[config.mk]
export PLATFORM = sky130hd
export DESIGN_NAME = iss_top
export DESIGN_NICKNAME = d
export VERILOG_FILES = /design/src/common/iss_pkg.sv /design/src/common/iss_irq_if.sv /design/src/verilog/iss_irq.sv /design/src/verilog/iss_top.sv
export SDC_FILE = /design/constraint.sdc
export NUM_CORES = 1
export LEC_CHECK = 0
export ABC_AREA = 0
export BUFFER_PORTS_ARGS = -buffer_cell sky130_fd_sc_hd__buf_2
export CAP_MARGIN = 30
export CORE_ASPECT_RATIO = 1.5
export CORE_MARGIN = 2
export CORE_UTILIZATION = 38
export DETAILED_ROUTE_END_ITERATION = 10
export PLACE_DENSITY = 0.59
export SYNTH_ARGS = -nofsm -noshare
export SYNTH_HDL_FRONTEND = slang
export SYNTH_SLANG_ARGS = --single-unit
[constraint.sdc]
create_clock -name clk -period 3 [get_ports clk]
set_input_delay 0.3 -clock clk [delete_from_list [all_inputs] [get_ports clk]]
set_output_delay 0.3 -clock clk [all_outputs]
set_load 0.02 [all_outputs]
[src/common/iss_pkg.sv]
// constants for the initiator selection status block
// assumes a single 125 MHz clock domain and a byte-wide register port
//
// Behaviour
// disconnect, timeout or arbitration end: step 0, cause 20
// select-with-attention complete: step 4, cause 18
// premature phase change in command: step 3, cause 18
// plain selection, no command phase: step 2, cause 18
// one message byte, release attention; no command: step 2
// attention, no message-out: step 0, attention kept
// three-byte attention complete: step 4, cause 18
// three bytes then release; early exit: step 2
// three-byte, no message-out: step 0, attention kept
// attention-and-stop, no message-out: step 0, attention kept
// step register updated after each intermediate step
// cause read clears cause, status and step
// disconnect flag set on disconnect or timeout
// interrupt rises with final step and cause
`default_nettype none
package iss_pkg;
   // register offsets
   localparam logic [7:0] OFS_CMD   = 8'h03;
   localparam logic [7:0] OFS_MAIN  = 8'h04;
   localparam logic [7:0] OFS_CAUSE = 8'h05;
   localparam logic [7:0] OFS_STEP  = 8'h06;
   localparam logic [7:0] OFS_IST   = 8'h08;
   localparam logic [7:0] OFS_IMASK = 8'h09;
   // values after reset
   localparam logic [7:0] RST_BYTE  = 8'h00;
   localparam logic [2:0] RST_STEP  = 3'h0;
   // cause bytes
   localparam logic [7:0] CAUSE_DISC = 8'h20;
   localparam logic [7:0] CAUSE_SRSO = 8'h18;
   // step codes
   localparam logic [2:0] STEP_SEL  = 3'h0;
   localparam logic [2:0] STEP_STOP = 3'h1;
   localparam logic [2:0] STEP_MSG  = 3'h2;
   localparam logic [2:0] STEP_CMD  = 3'h3;
   localparam logic [2:0] STEP_DONE = 3'h4;
   // bus phases {msg, c/d, i/o}
   localparam logic [2:0] PH_CMD    = 3'h2;
   localparam logic [2:0] PH_MSGOUT = 3'h6;
   // message byte count of the three-byte variant
   localparam logic [1:0] MSG3_BYTES = 2'h3;
   // field positions
   localparam int MAIN_INT_BIT = 7;
   localparam int CMD_BUSY_BIT = 7;
   localparam int IRQ_END = 0;
   localparam int IRQ_DISC = 1;
   localparam int IRQ_W = 2;

   typedef enum logic [1:0] {
      ISS_PLAIN,
      ISS_ATN,
      ISS_ATN3,
      ISS_STOP
   } iss_kind_e;
endpackage : iss_pkg
`default_nettype wire

[src/common/iss_irq_if.sv]
// signals between the status core and the interrupt unit
// assumes both ends on the same clock
`timescale 1ns/1ps
`default_nettype none
interface iss_irq_if;
   import iss_pkg::*;
   logic [IRQ_W-1:0] evt;
   logic             wr_stat;
   logic             wr_mask;
   logic [IRQ_W-1:0] wdata;
   logic [IRQ_W-1:0] stat;
   logic [IRQ_W-1:0] mask;
   logic             irq;

   modport core (output evt, wr_stat, wr_mask, wdata,
                 input stat, mask, irq);
   modport unit (input evt, wr_stat, wr_mask, wdata,
                 output stat, mask, irq);
endinterface : iss_irq_if
`default_nettype wire

[src/verilog/iss_irq.sv]
// sticky interrupt status with write-one-to-clear and a mask
// assumes events are one-cycle pulses on clk
`timescale 1ns/1ps
`default_nettype none
module iss_irq
   import iss_pkg::*;
(
   input  wire logic clk,
   input  wire logic nrst,
   iss_irq_if.unit   bus
);
   logic [IRQ_W-1:0] stat_r;
   logic [IRQ_W-1:0] mask_r;

   // set wins over a clear in the same cycle
   always_ff @(posedge clk or negedge nrst) begin
      if (!nrst) begin
         stat_r <= '0;
      end else if (bus.wr_stat) begin
         stat_r <= (stat_r & ~bus.wdata) | bus.evt;
      end else begin
         stat_r <= stat_r | bus.evt;
      end
   end

   always_ff @(posedge clk or negedge nrst) begin
      if (!nrst) begin
         mask_r <= '0;
      end else if (bus.wr_mask) begin
         mask_r <= bus.wdata;
      end
   end

   assign bus.stat = stat_r;
   assign bus.mask = mask_r;
   assign bus.irq  = |(stat_r & mask_r);
endmodule : iss_irq
`default_nettype wire

[src/verilog/iss_top.sv]
// initiator selection sequencer with step and cause reporting
// assumes bus events arrive as one-cycle pulses synchronous to clk
//
// The plain strobed port was decided locally.
`timescale 1ns/1ps
`default_nettype none
module iss_top
   import iss_pkg::*;
(
   input  wire logic       clk,
   input  wire logic       nrst,
   input  wire logic [7:0] addr,
   input  wire logic [7:0] wdata,
   input  wire logic       wr_en,
   input  wire logic       rd_en,
   output logic      [7:0] rdata,
   input  wire logic       sel_done,
   input  wire logic       disc_evt,
   input  wire logic       req_evt,
   input  wire logic [2:0] bus_phase,
   input  wire logic       byte_sent,
   input  wire logic       cdb_last,
   output logic            atn_o,
   output logic            busy_o,
   output logic            irq_o
);
   typedef enum logic [2:0] {
      S_IDLE,
      S_SEL,
      S_MSGW,
      S_MSG,
      S_CMDW,
      S_CMD
   } iss_state_e;

   iss_state_e  state_r;
   iss_state_e  state_nxt;
   iss_kind_e   kind_r;
   logic [7:0]  cause_r;
   logic [2:0]  step_r;
   logic [7:0]  main_r;
   logic [1:0]  cnt_r;
   logic [1:0]  cnt_nxt;
   logic        atn_r;
   logic        atn_nxt;
   logic        start;
   logic        cause_rd;
   logic        fin;
   logic [2:0]  fin_step;
   logic [7:0]  fin_cause;
   logic        upd;
   logic [2:0]  upd_step;

   iss_irq_if irq_bus ();

   iss_irq u_irq (
      .clk  (clk),
      .nrst (nrst),
      .bus  (irq_bus)
   );

   // --------------------------------------------------------------
   // register port decode
   // --------------------------------------------------------------
   assign start    = wr_en && (addr == OFS_CMD) && (state_r == S_IDLE);
   assign cause_rd = rd_en && (addr == OFS_CAUSE);

   assign irq_bus.wr_stat = wr_en && (addr == OFS_IST);
   assign irq_bus.wr_mask = wr_en && (addr == OFS_IMASK);
   assign irq_bus.wdata   = wdata[IRQ_W-1:0];

   // --------------------------------------------------------------
   // sequencer next state
   // --------------------------------------------------------------
   function automatic logic is_phase(input logic [2:0] ph,
                                     input logic [2:0] want);
      is_phase = (ph == want);
   endfunction : is_phase

   always_comb begin
      state_nxt = state_r;
      atn_nxt   = atn_r;
      cnt_nxt   = cnt_r;
      fin       = 1'b0;
      fin_step  = STEP_SEL;
      fin_cause = CAUSE_SRSO;
      upd       = 1'b0;
      upd_step  = STEP_SEL;
      if (state_r != S_IDLE && disc_evt) begin
         fin       = 1'b1;
         fin_step  = STEP_SEL;
         fin_cause = CAUSE_DISC;
         atn_nxt   = 1'b0;
         state_nxt = S_IDLE;
      end else begin
         unique case (state_r)
            S_IDLE: begin
               if (start) begin
                  state_nxt = S_SEL;
                  atn_nxt   = (wdata[1:0] != ISS_PLAIN);
                  cnt_nxt   = 2'h0;
                  upd       = 1'b1;
                  upd_step  = STEP_SEL;
               end else if (disc_evt) begin
                  // a disconnect while idle drops a held attention
                  atn_nxt   = 1'b0;
               end
            end
            S_SEL: begin
               if (sel_done) begin
                  if (kind_r == ISS_PLAIN) begin
                     state_nxt = S_CMDW;
                     upd       = 1'b1;
                     upd_step  = STEP_MSG;
                  end else begin
                     state_nxt = S_MSGW;
                  end
               end
            end
            S_MSGW: begin
               if (req_evt) begin
                  if (is_phase(bus_phase, PH_MSGOUT)) begin
                     state_nxt = S_MSG;
                  end else begin
                     fin       = 1'b1;
                     fin_step  = STEP_SEL;
                     state_nxt = S_IDLE;
                  end
               end
            end
            S_MSG: begin
               if (byte_sent) begin
                  cnt_nxt = cnt_r + 2'h1;
                  if (kind_r == ISS_STOP) begin
                     fin       = 1'b1;
                     fin_step  = STEP_STOP;
                     state_nxt = S_IDLE;
                  end else if (kind_r == ISS_ATN ||
                               cnt_nxt == MSG3_BYTES) begin
                     atn_nxt   = 1'b0;
                     state_nxt = S_CMDW;
                     upd       = 1'b1;
                     upd_step  = STEP_MSG;
                  end
               end else if (req_evt &&
                            !is_phase(bus_phase, PH_MSGOUT)) begin
                  fin       = 1'b1;
                  fin_step  = STEP_MSG;
                  state_nxt = S_IDLE;
               end
            end
            S_CMDW: begin
               if (req_evt) begin
                  if (is_phase(bus_phase, PH_CMD)) begin
                     state_nxt = S_CMD;
                     upd       = 1'b1;
                     upd_step  = STEP_CMD;
                  end else begin
                     fin       = 1'b1;
                     fin_step  = STEP_MSG;
                     state_nxt = S_IDLE;
                  end
               end
            end
            S_CMD: begin
               if (byte_sent && cdb_last) begin
                  fin       = 1'b1;
                  fin_step  = STEP_DONE;
                  state_nxt = S_IDLE;
               end else if (req_evt &&
                            !is_phase(bus_phase, PH_CMD)) begin
                  fin       = 1'b1;
                  fin_step  = STEP_CMD;
                  state_nxt = S_IDLE;
               end
            end
            default: begin
               // illegal state code: back to idle
               state_nxt = S_IDLE;
            end
         endcase
      end
   end

   // --------------------------------------------------------------
   // sequencer state
   // --------------------------------------------------------------
   always_ff @(posedge clk or negedge nrst) begin
      if (!nrst) begin
         state_r <= S_IDLE;
      end else begin
         state_r <= state_nxt;
      end
   end

   always_ff @(posedge clk or negedge nrst) begin
      if (!nrst) begin
         kind_r <= ISS_PLAIN;
      end else if (start) begin
         kind_r <= iss_kind_e'(wdata[1:0]);
      end
   end

   always_ff @(posedge clk or negedge nrst) begin
      if (!nrst) begin
         cnt_r <= 2'h0;
      end else begin
         cnt_r <= cnt_nxt;
      end
   end

   // attention stays driven after a halt until the next disconnect or the next start of a plain selection
   always_ff @(posedge clk or negedge nrst) begin
      if (!nrst) begin
         atn_r <= 1'b0;
      end else begin
         atn_r <= atn_nxt;
      end
   end

   // --------------------------------------------------------------
   // reported status; a report in the clearing cycle wins
   // --------------------------------------------------------------
   always_ff @(posedge clk or negedge nrst) begin
      if (!nrst) begin
         step_r <= RST_STEP;
      end else if (fin) begin
         step_r <= fin_step;
      end else if (upd) begin
         step_r <= upd_step;
      end else if (cause_rd) begin
         step_r <= RST_STEP;
      end
   end

   always_ff @(posedge clk or negedge nrst) begin
      if (!nrst) begin
         cause_r <= RST_BYTE;
      end else if (fin) begin
         cause_r <= fin_cause;
      end else if (cause_rd) begin
         cause_r <= RST_BYTE;
      end
   end

   always_ff @(posedge clk or negedge nrst) begin
      if (!nrst) begin
         main_r <= RST_BYTE;
      end else if (fin) begin
         main_r <= {1'b1, 4'h0, bus_phase};
      end else if (cause_rd) begin
         main_r <= RST_BYTE;
      end
   end

   // --------------------------------------------------------------
   // interrupt events
   // --------------------------------------------------------------
   // one word of events, disconnect above sequence end
   assign irq_bus.evt = {fin && fin_cause[5], fin};

   // --------------------------------------------------------------
   // read data, valid the cycle after the read strobe only
   // --------------------------------------------------------------
   always_ff @(posedge clk or negedge nrst) begin
      if (!nrst) begin
         rdata <= RST_BYTE;
      end else if (rd_en) begin
         unique case (addr)
            OFS_CMD: begin
               rdata <= {(state_r != S_IDLE), 5'h00, kind_r};
            end
            OFS_MAIN: begin
               rdata <= main_r;
            end
            OFS_CAUSE: begin
               rdata <= cause_r;
            end
            OFS_STEP: begin
               rdata <= {5'h00, step_r};
            end
            OFS_IST: begin
               rdata <= {6'h00, irq_bus.stat};
            end
            OFS_IMASK: begin
               rdata <= {6'h00, irq_bus.mask};
            end
            default: begin
               rdata <= RST_BYTE;
            end
         endcase
      end else begin
         rdata <= RST_BYTE;
      end
   end

   assign atn_o  = atn_r;
   assign busy_o = (state_r != S_IDLE);
   assign irq_o  = irq_bus.irq;
endmodule : iss_top
`default_nettype wire

==> metrics, run 1 <==
mux cell area share after synthesis 0.0843; Max Clock Freq around 0.45 GHz; post-layout util 0.450; CTS clk-pin slew, worst paths 0.10 ns; Crit Path Class reg -> reg; Reg2Reg Depth 5; final net count 237; combinational family with the most area after synthesis simple AND/OR/NAND/NOR gates; busiest grt layer met2; Synth Area in Adders 0.00739; FF+latch count, synth 27; Clock Sinks 27; met2 Use GR 0.340; critical path buffer and inverter count 0; fillcell total 417; largest net degree at the start of global routing 28; Mapped Cells 181; post-CTS resize count 0; sequential fraction of the synthesis area 0.399; crit path max-delay cell type dfrtp_1; CTS tree built; Post-Synthesis Cell Area 0.00169 sq mm; Root Driver clkbuf_8; power per standard cell area about 520 mW/mm^2; met3 usage in global routing 0.0181; Worst setup SP type register; TNS Setup 0 ns; Routed Wire Length 4270 microns; Skew-Pair Late Insertion Delay between 0.2 and 0.3 ns; commonest non-fill, non-tap cell in the layout buf_2; routed len/inst 16.9 microns; Pleak about 0.83 nW; CP peak stage delay 0.74 ns; Max rail drop VDD 0.282 mV; Post-Synth XOR/XNOR Area 0.00517; post-synthesis simple-gate area fraction 0.273; fin crit share 0.738; via count 1,524; syn avg cell area between 9 and 10 sq um; antenna violations before repair 0; H-tree lvl count 1; Tot GR Track Use 0.180; DRC Markers 0; Crit. End Element register; Die W 58.5 microns; Die ar. 0.00502 sq mm; die height 85.7 microns; Slew headroom 0.528; Worst path top cell family by delay flip-flops; port bufs 31; Worst Path Required 3.16 ns; initial core utilization 0.399; Routed Antenna Nets 0; clock skew ~0.0097 ns; final setup fails 0; Via-to-Cell Ratio between 6 and 7; fin crit period around 2.2 ns; asr flop ratio synth 1.00; share of cells above drive strength 1 0.251; library cells used by synthesis 51; peak fanout along the critical path 22; RSZ-0062 raised after global routing false; Antenna diodes 0; hpwl dp 3310 microns; total CTS buffers 3; first drt pass iteration count 4; worst slew pin tran 0.699 ns; area of the core 0.00425 sq mm; max_cap viols 0; Iter 0 DRT Violations 98; ys flop type dfrtp_1; CTS Buffer Depth 2; Hold Crit Class in -> async; crit-path cells nand3b_1, o22a_1, a21oi_1, o21ai_0, mux2_2; worst r2r src state_r[0]; Remaining Overflow, GRT 0; reg2reg setup slack 0.79 ns; Arr. time, crit path 2.38 ns; Area growth, synth to finish 12.9%; Power, Total between 0.9 and 1 mW; vias in the first global route 1,526; Slew Viols, Final 0; EDFF count, synth 0; FP Rows 29; fraction of the mapped netlist area in compound gates 0.186; Net Count, Synth 210; Ports 39; first-pass GRT wire length 7090 microns; grt met1 use 0.206; postcts setup bufs 0; YS warnings 0; Hold Buf Count CTS 0; FF-to-FF End state_r[0]; status complete, no violations; Hold Violations, Final 0; most frequent cells in the layout buf_2, dfrtp_1, nand2_1; Routability Congestion 0.954
[state kept, by name, indices dropped and copies added, names as in the netlist]
| name | flops |
|---|---|
| atn_o | 1 |
| rdata | 6 |
| u_irq.bus.mask | 2 |
| kind_r | 2 |
| u_irq.bus.stat | 2 |
| cnt_r | 2 |
| main_r | 4 |
| step_r | 3 |
| cause_r | 2 |
| state_r | 3 |
[area by class of cell]
| type | count | area (sq um) | area share |
|---|---|---|---|
| Clock buffer | 3 | 41.3 | 0.0216 |
| Clock inverter | 1 | 7.51 | 0.00393 |
| Inverter | 8 | 30.0 | 0.0157 |
| Multi-Input combinational cell | 137 | 945 | 0.494 |
| Sequential cell | 27 | 676 | 0.353 |
| Tap cell | 46 | 57.6 | 0.0301 |
| Timing Repair Buffer | 31 | 155 | 0.0812 |
[layer usage]
| metal | routed length, microns | part of all wire |
|---|---|---|
| met1 | 1710 | 0.40 |
| met2 | 2330 | 0.55 |
| met3 | 169 | 0.040 |
| met4 | 61 | 0.014 |
| met5 | 0 | 0 |
[worst max path at each step]
stage / slack [ns] / cells after the start / startpoint / end
CTS: 0.79 / 5 / state_r[0] / state_r[0]
global route: 0.57 / 5 / state_r[0] / state_r[0]
global placement: 0.87 / 5 / state_r[0] / state_r[0]
detailed placement: 0.81 / 5 / state_r[0] / state_r[0]
floorplan: 1.08 / 5 / addr[5] / step_r[0]
finish: 0.79 / 5 / state_r[0] / state_r[0]
[stage by stage]
stage	setup slack [ns]	instances	hold slack, ns	cell area (sq um)
finish	0.786	253	0.0275	1910
global route	0.573	253	0.0732	1910
CTS	0.792	253	0.0523	1910
detailed placement	0.808	249	0.356	1860
global placement	0.868	249	0.335	1860
floorplan	1.08	181	0.00441	1690
[cells by family (layout without fill, tap and decap cells)]
logic type | count (synthesis) | count (layout)
AND/OR/NAND/NOR | 74 | 74
AO/OA/AOI/OAI | 47 | 47
flip-flops | 27 | 27
buffers and inverters | 17 | 43
multiplexers | 13 | 13
adder cells (fa/ha/maj) | 1 | 1
other | 1 | 1
XOR/XNOR | 1 | 1
[synth_stat cells (4+ instances only)]
| master | instances | area [sq um] |
|---|---|---|
| nand2b_1 | 4 | 25.0 |
| nand4_1 | 5 | 31.3 |
| clkbuf_1 | 6 | 22.5 |
| inv_1 | 8 | 30.0 |
| or3_1 | 4 | 25.0 |
| mux2_2 | 10 | 113 |
| nor3_1 | 6 | 30.0 |
| nand3_1 | 5 | 25.0 |
| nand2_1 | 16 | 60.1 |
| nor2_1 | 9 | 33.8 |
| a21oi_1 | 12 | 60.1 |
| a21o_1 | 4 | 30.0 |
| dfrtp_1 | 27 | 676 |
| nand4b_1 | 4 | 35.0 |
| o21ai_0 | 8 | 40.0 |
[worst register-to-register path: stages (launching register included)]
cell and delay, ns:
dfrtp_1 0.74, nand3b_1 0.33, o22a_1 0.25, a21oi_1 0.27, o21ai_0 0.21, mux2_2 0.30
[where the power goes]
group / internal (mW) / total, mW / switching, mW
clock: 0.0943 / 0.215 / 0.121
combinational: 0.126 / 0.294 / 0.168
sequential: 0.415 / 0.476 / 0.0610
Power figures use the tool's default switching activity.
==> inputs of run 2 (changes only) <==
--- a/config.mk
+++ b/config.mk
@@ -5,7 +5,7 @@
 export SDC_FILE = /design/constraint.sdc
 export NUM_CORES = 1
 export LEC_CHECK = 0
-export ABC_AREA = 0
+export ABC_AREA = 1
 export BUFFER_PORTS_ARGS = -buffer_cell sky130_fd_sc_hd__buf_2
 export CAP_MARGIN = 30
 export CORE_ASPECT_RATIO = 1.5
==> constraint.sdc (replaced) <==
create_clock -name clk -period 2.3 [get_ports clk]
set_input_delay 0.23 -clock clk [delete_from_list [all_inputs] [get_ports clk]]
set_output_delay 0.23 -clock clk [all_outputs]
set_load 0.02 [all_outputs]
==> metrics, run 2 <==
commonest non-fill, non-tap cell in the layout nand2_1; leading area contributor after synthesis dfrtp_1; postcts setup bufs 0; Skew-Pair Late Insertion Delay 0.28 ns; hold path start rd_en; CTS Buffer Depth 2; Worst path top cell family by delay flip-flops; Worst setup SP type register; routed len/inst 13.0 microns; initial core utilization 0.390; YS warnings 0; EDFF count, synth 0; Power, Total 1.36 mW; fin crit period 1.71 ns; Max Clock Freq 0.586 GHz; Net Count, Synth 255; syn avg cell area about 7 sq um; critical path buffer and inverter count 3; peak fanout along the critical path 7; Area growth, synth to finish 14.9%; biggest registers after layout rdata x6, main_r x4; Post-Synthesis Cell Area 0.00163 sq mm; hpwl dp between 3000 and 4000 microns; clock skew 0.00835 ns; Hold Crit Class in -> reg; worst slew pin tran 0.634 ns; die height 84.1 microns; FP Rows 29; Iter 0 DRT Violations 29; Remaining Overflow, GRT 0; most frequent cells in the layout nand2_1, nor2_1, buf_2; Tot GR Track Use 0.179; status complete, no violations; Routability Congestion between 0.8 and 0.9; Root Driver clkbuf_8; RSZ-0062 raised after global routing false; Min Hold Slack 0.206 ns; top-count cell post-synth nand2_1; fin crit share 0.741; Routed Wire Length 3960 microns; TNS Setup 0 ns; Ports 39; crit path max-delay cell type dfrtp_1; worst setup path startpoint state_r[0]; Crit Path Class reg -> out; Pleak between 0.9 and 1 nW; CP dominant cell by count nor2_2; Clock Sinks 27; share of cells above drive strength 1 0.201; share of the synthesized area in the top cell type 0.415; Mapped Cells 226; top post-synthesis cells by count nand2_1, nor2_1, dfrtp_1; Die ar. 0.00483 sq mm; antenna violations before repair 0; Slew Viols, Final 0; final setup fails 0; Placement Setup Slack a little under 0.7 ns; CP peak stage delay roughly 0.47 ns; DRC Markers 0; port bufs 31; CTS clk-pin slew, worst paths 0.10 ns; crit-path cells nor2_2, inv_1, nor2_2, inv_2, buf_2; Crit. End Element output port; library cells used by synthesis 27; first-pass GRT wire length 6730 microns; sequential fraction of the synthesis area 0.415; power per standard cell area 728 mW/mm^2; H-tree lvl count 1; final net count roughly 290; Routed Antenna Nets 0; largest net degree at the start of global routing 28; vias in the first global route 1,522; max_cap viols 0; asr flop ratio synth 1.00; Antenna diodes 0; total CTS buffers 3; Slew headroom 0.577; Die W 57.4 microns; Via-to-Cell Ratio 5.01; ys flop type dfrtp_1; fin worst setup slack 0.595 ns; ranking of synthesized cells by area dfrtp_1, nand2_1, nor2_1, o21ai_0, inv_1; worst r2r src state_r[0]; first drt pass iteration count 4; Max rail drop VDD ~0.48 mV; Arr. time, crit path about 1.5 ns; area of the core 0.00417 sq mm; Largest Register rdata; via count 1,528; FF+latch count, synth 27; Worst Path Required 2.07 ns; Hold Violations, Final 0; CTS tree built; max reg flops 6
-- run 2: cell types whose count changed in the layout (fill, tap and decap cells not counted), moves of 10 or more --
cell,previous run,this run
inv_1,8,26
mux2_2,10,0
nand2_1,16,57
nand3_1,5,15
nor2_1,9,31
o21ai_0,8,21
-- run 2: metal layers --
metal,global-route usage,part of all wire,vias up
li1,-,-,800
met1,0.201,0.40,690
met2,0.331,0.55,29
met3,0.0139,0.024,9
met4,0.0846,0.027,0
met5,0,0,-
-- run 2: worst min-delay path, stage by stage --
cell,delay [ns]
buf_2,0.12
inv_1,0.06
nor2_1,0.04
-- run 2: repair_timing --
| item | 4_1_cts | 5_1_grt |
|---|---|---|
| endpoints found under the hold margin | 27 | 0 |
| hold buffers | 1 | 0 |
| resized for setup | 0 | 0 |
-- run 2: logic make-up (layout without fill, tap and decap cells) --
kind of cell,count (synthesis),in the layout,share of synthesized area
AO/OA/AOI/OAI,32,32,0.107
adder cells (fa/ha/maj),1,1,0.00769
buffers and inverters,32,65,0.0831
flip-flops,27,27,0.415
other,1,1,0.00231
AND/OR/NAND/NOR,133,133,0.385
-- run 2: through the flow --
step                utilization  std cells  instance area, sq um
detailed placement        0.434        300                  1810
global route              0.448        305                  1870
finish                    0.448        305                  1870
CTS                       0.448        305                  1870
floorplan                     -        226                  1630
global placement          0.434        300                  1810
-- run 2: power by group --
group / leakage, nW / switching [mW] / total [mW] / internal [mW]
sequential: 0.348 / 0.0625 / 0.615 / 0.553
clock: 0.0255 / 0.158 / 0.280 / 0.122
combinational: 0.585 / 0.318 / 0.466 / 0.148
-- run 2: area by class of cell --
class,instances,area (sq um)
Inverter,29,109
Fill cell,434,2300
Tap cell,46,57.6
Clock inverter,1,5.00
Timing Repair Buffer,32,165
Multi-Input combinational cell,167,816
Sequential cell,27,676
Clock buffer,3,41.3
-- run 2: worst paths after layout --
path	end	slack, ns	depth (start not counted)
min reg2reg	cnt_r[0]	0.48	1
max	busy_o	0.59	5
min in group asynchronous	state_r[1]	0.50	2
max in group asynchronous	rdata[0]	1.39	2
max reg2reg	cause_r[4]	0.66	9
min	rdata[1]	0.21	3
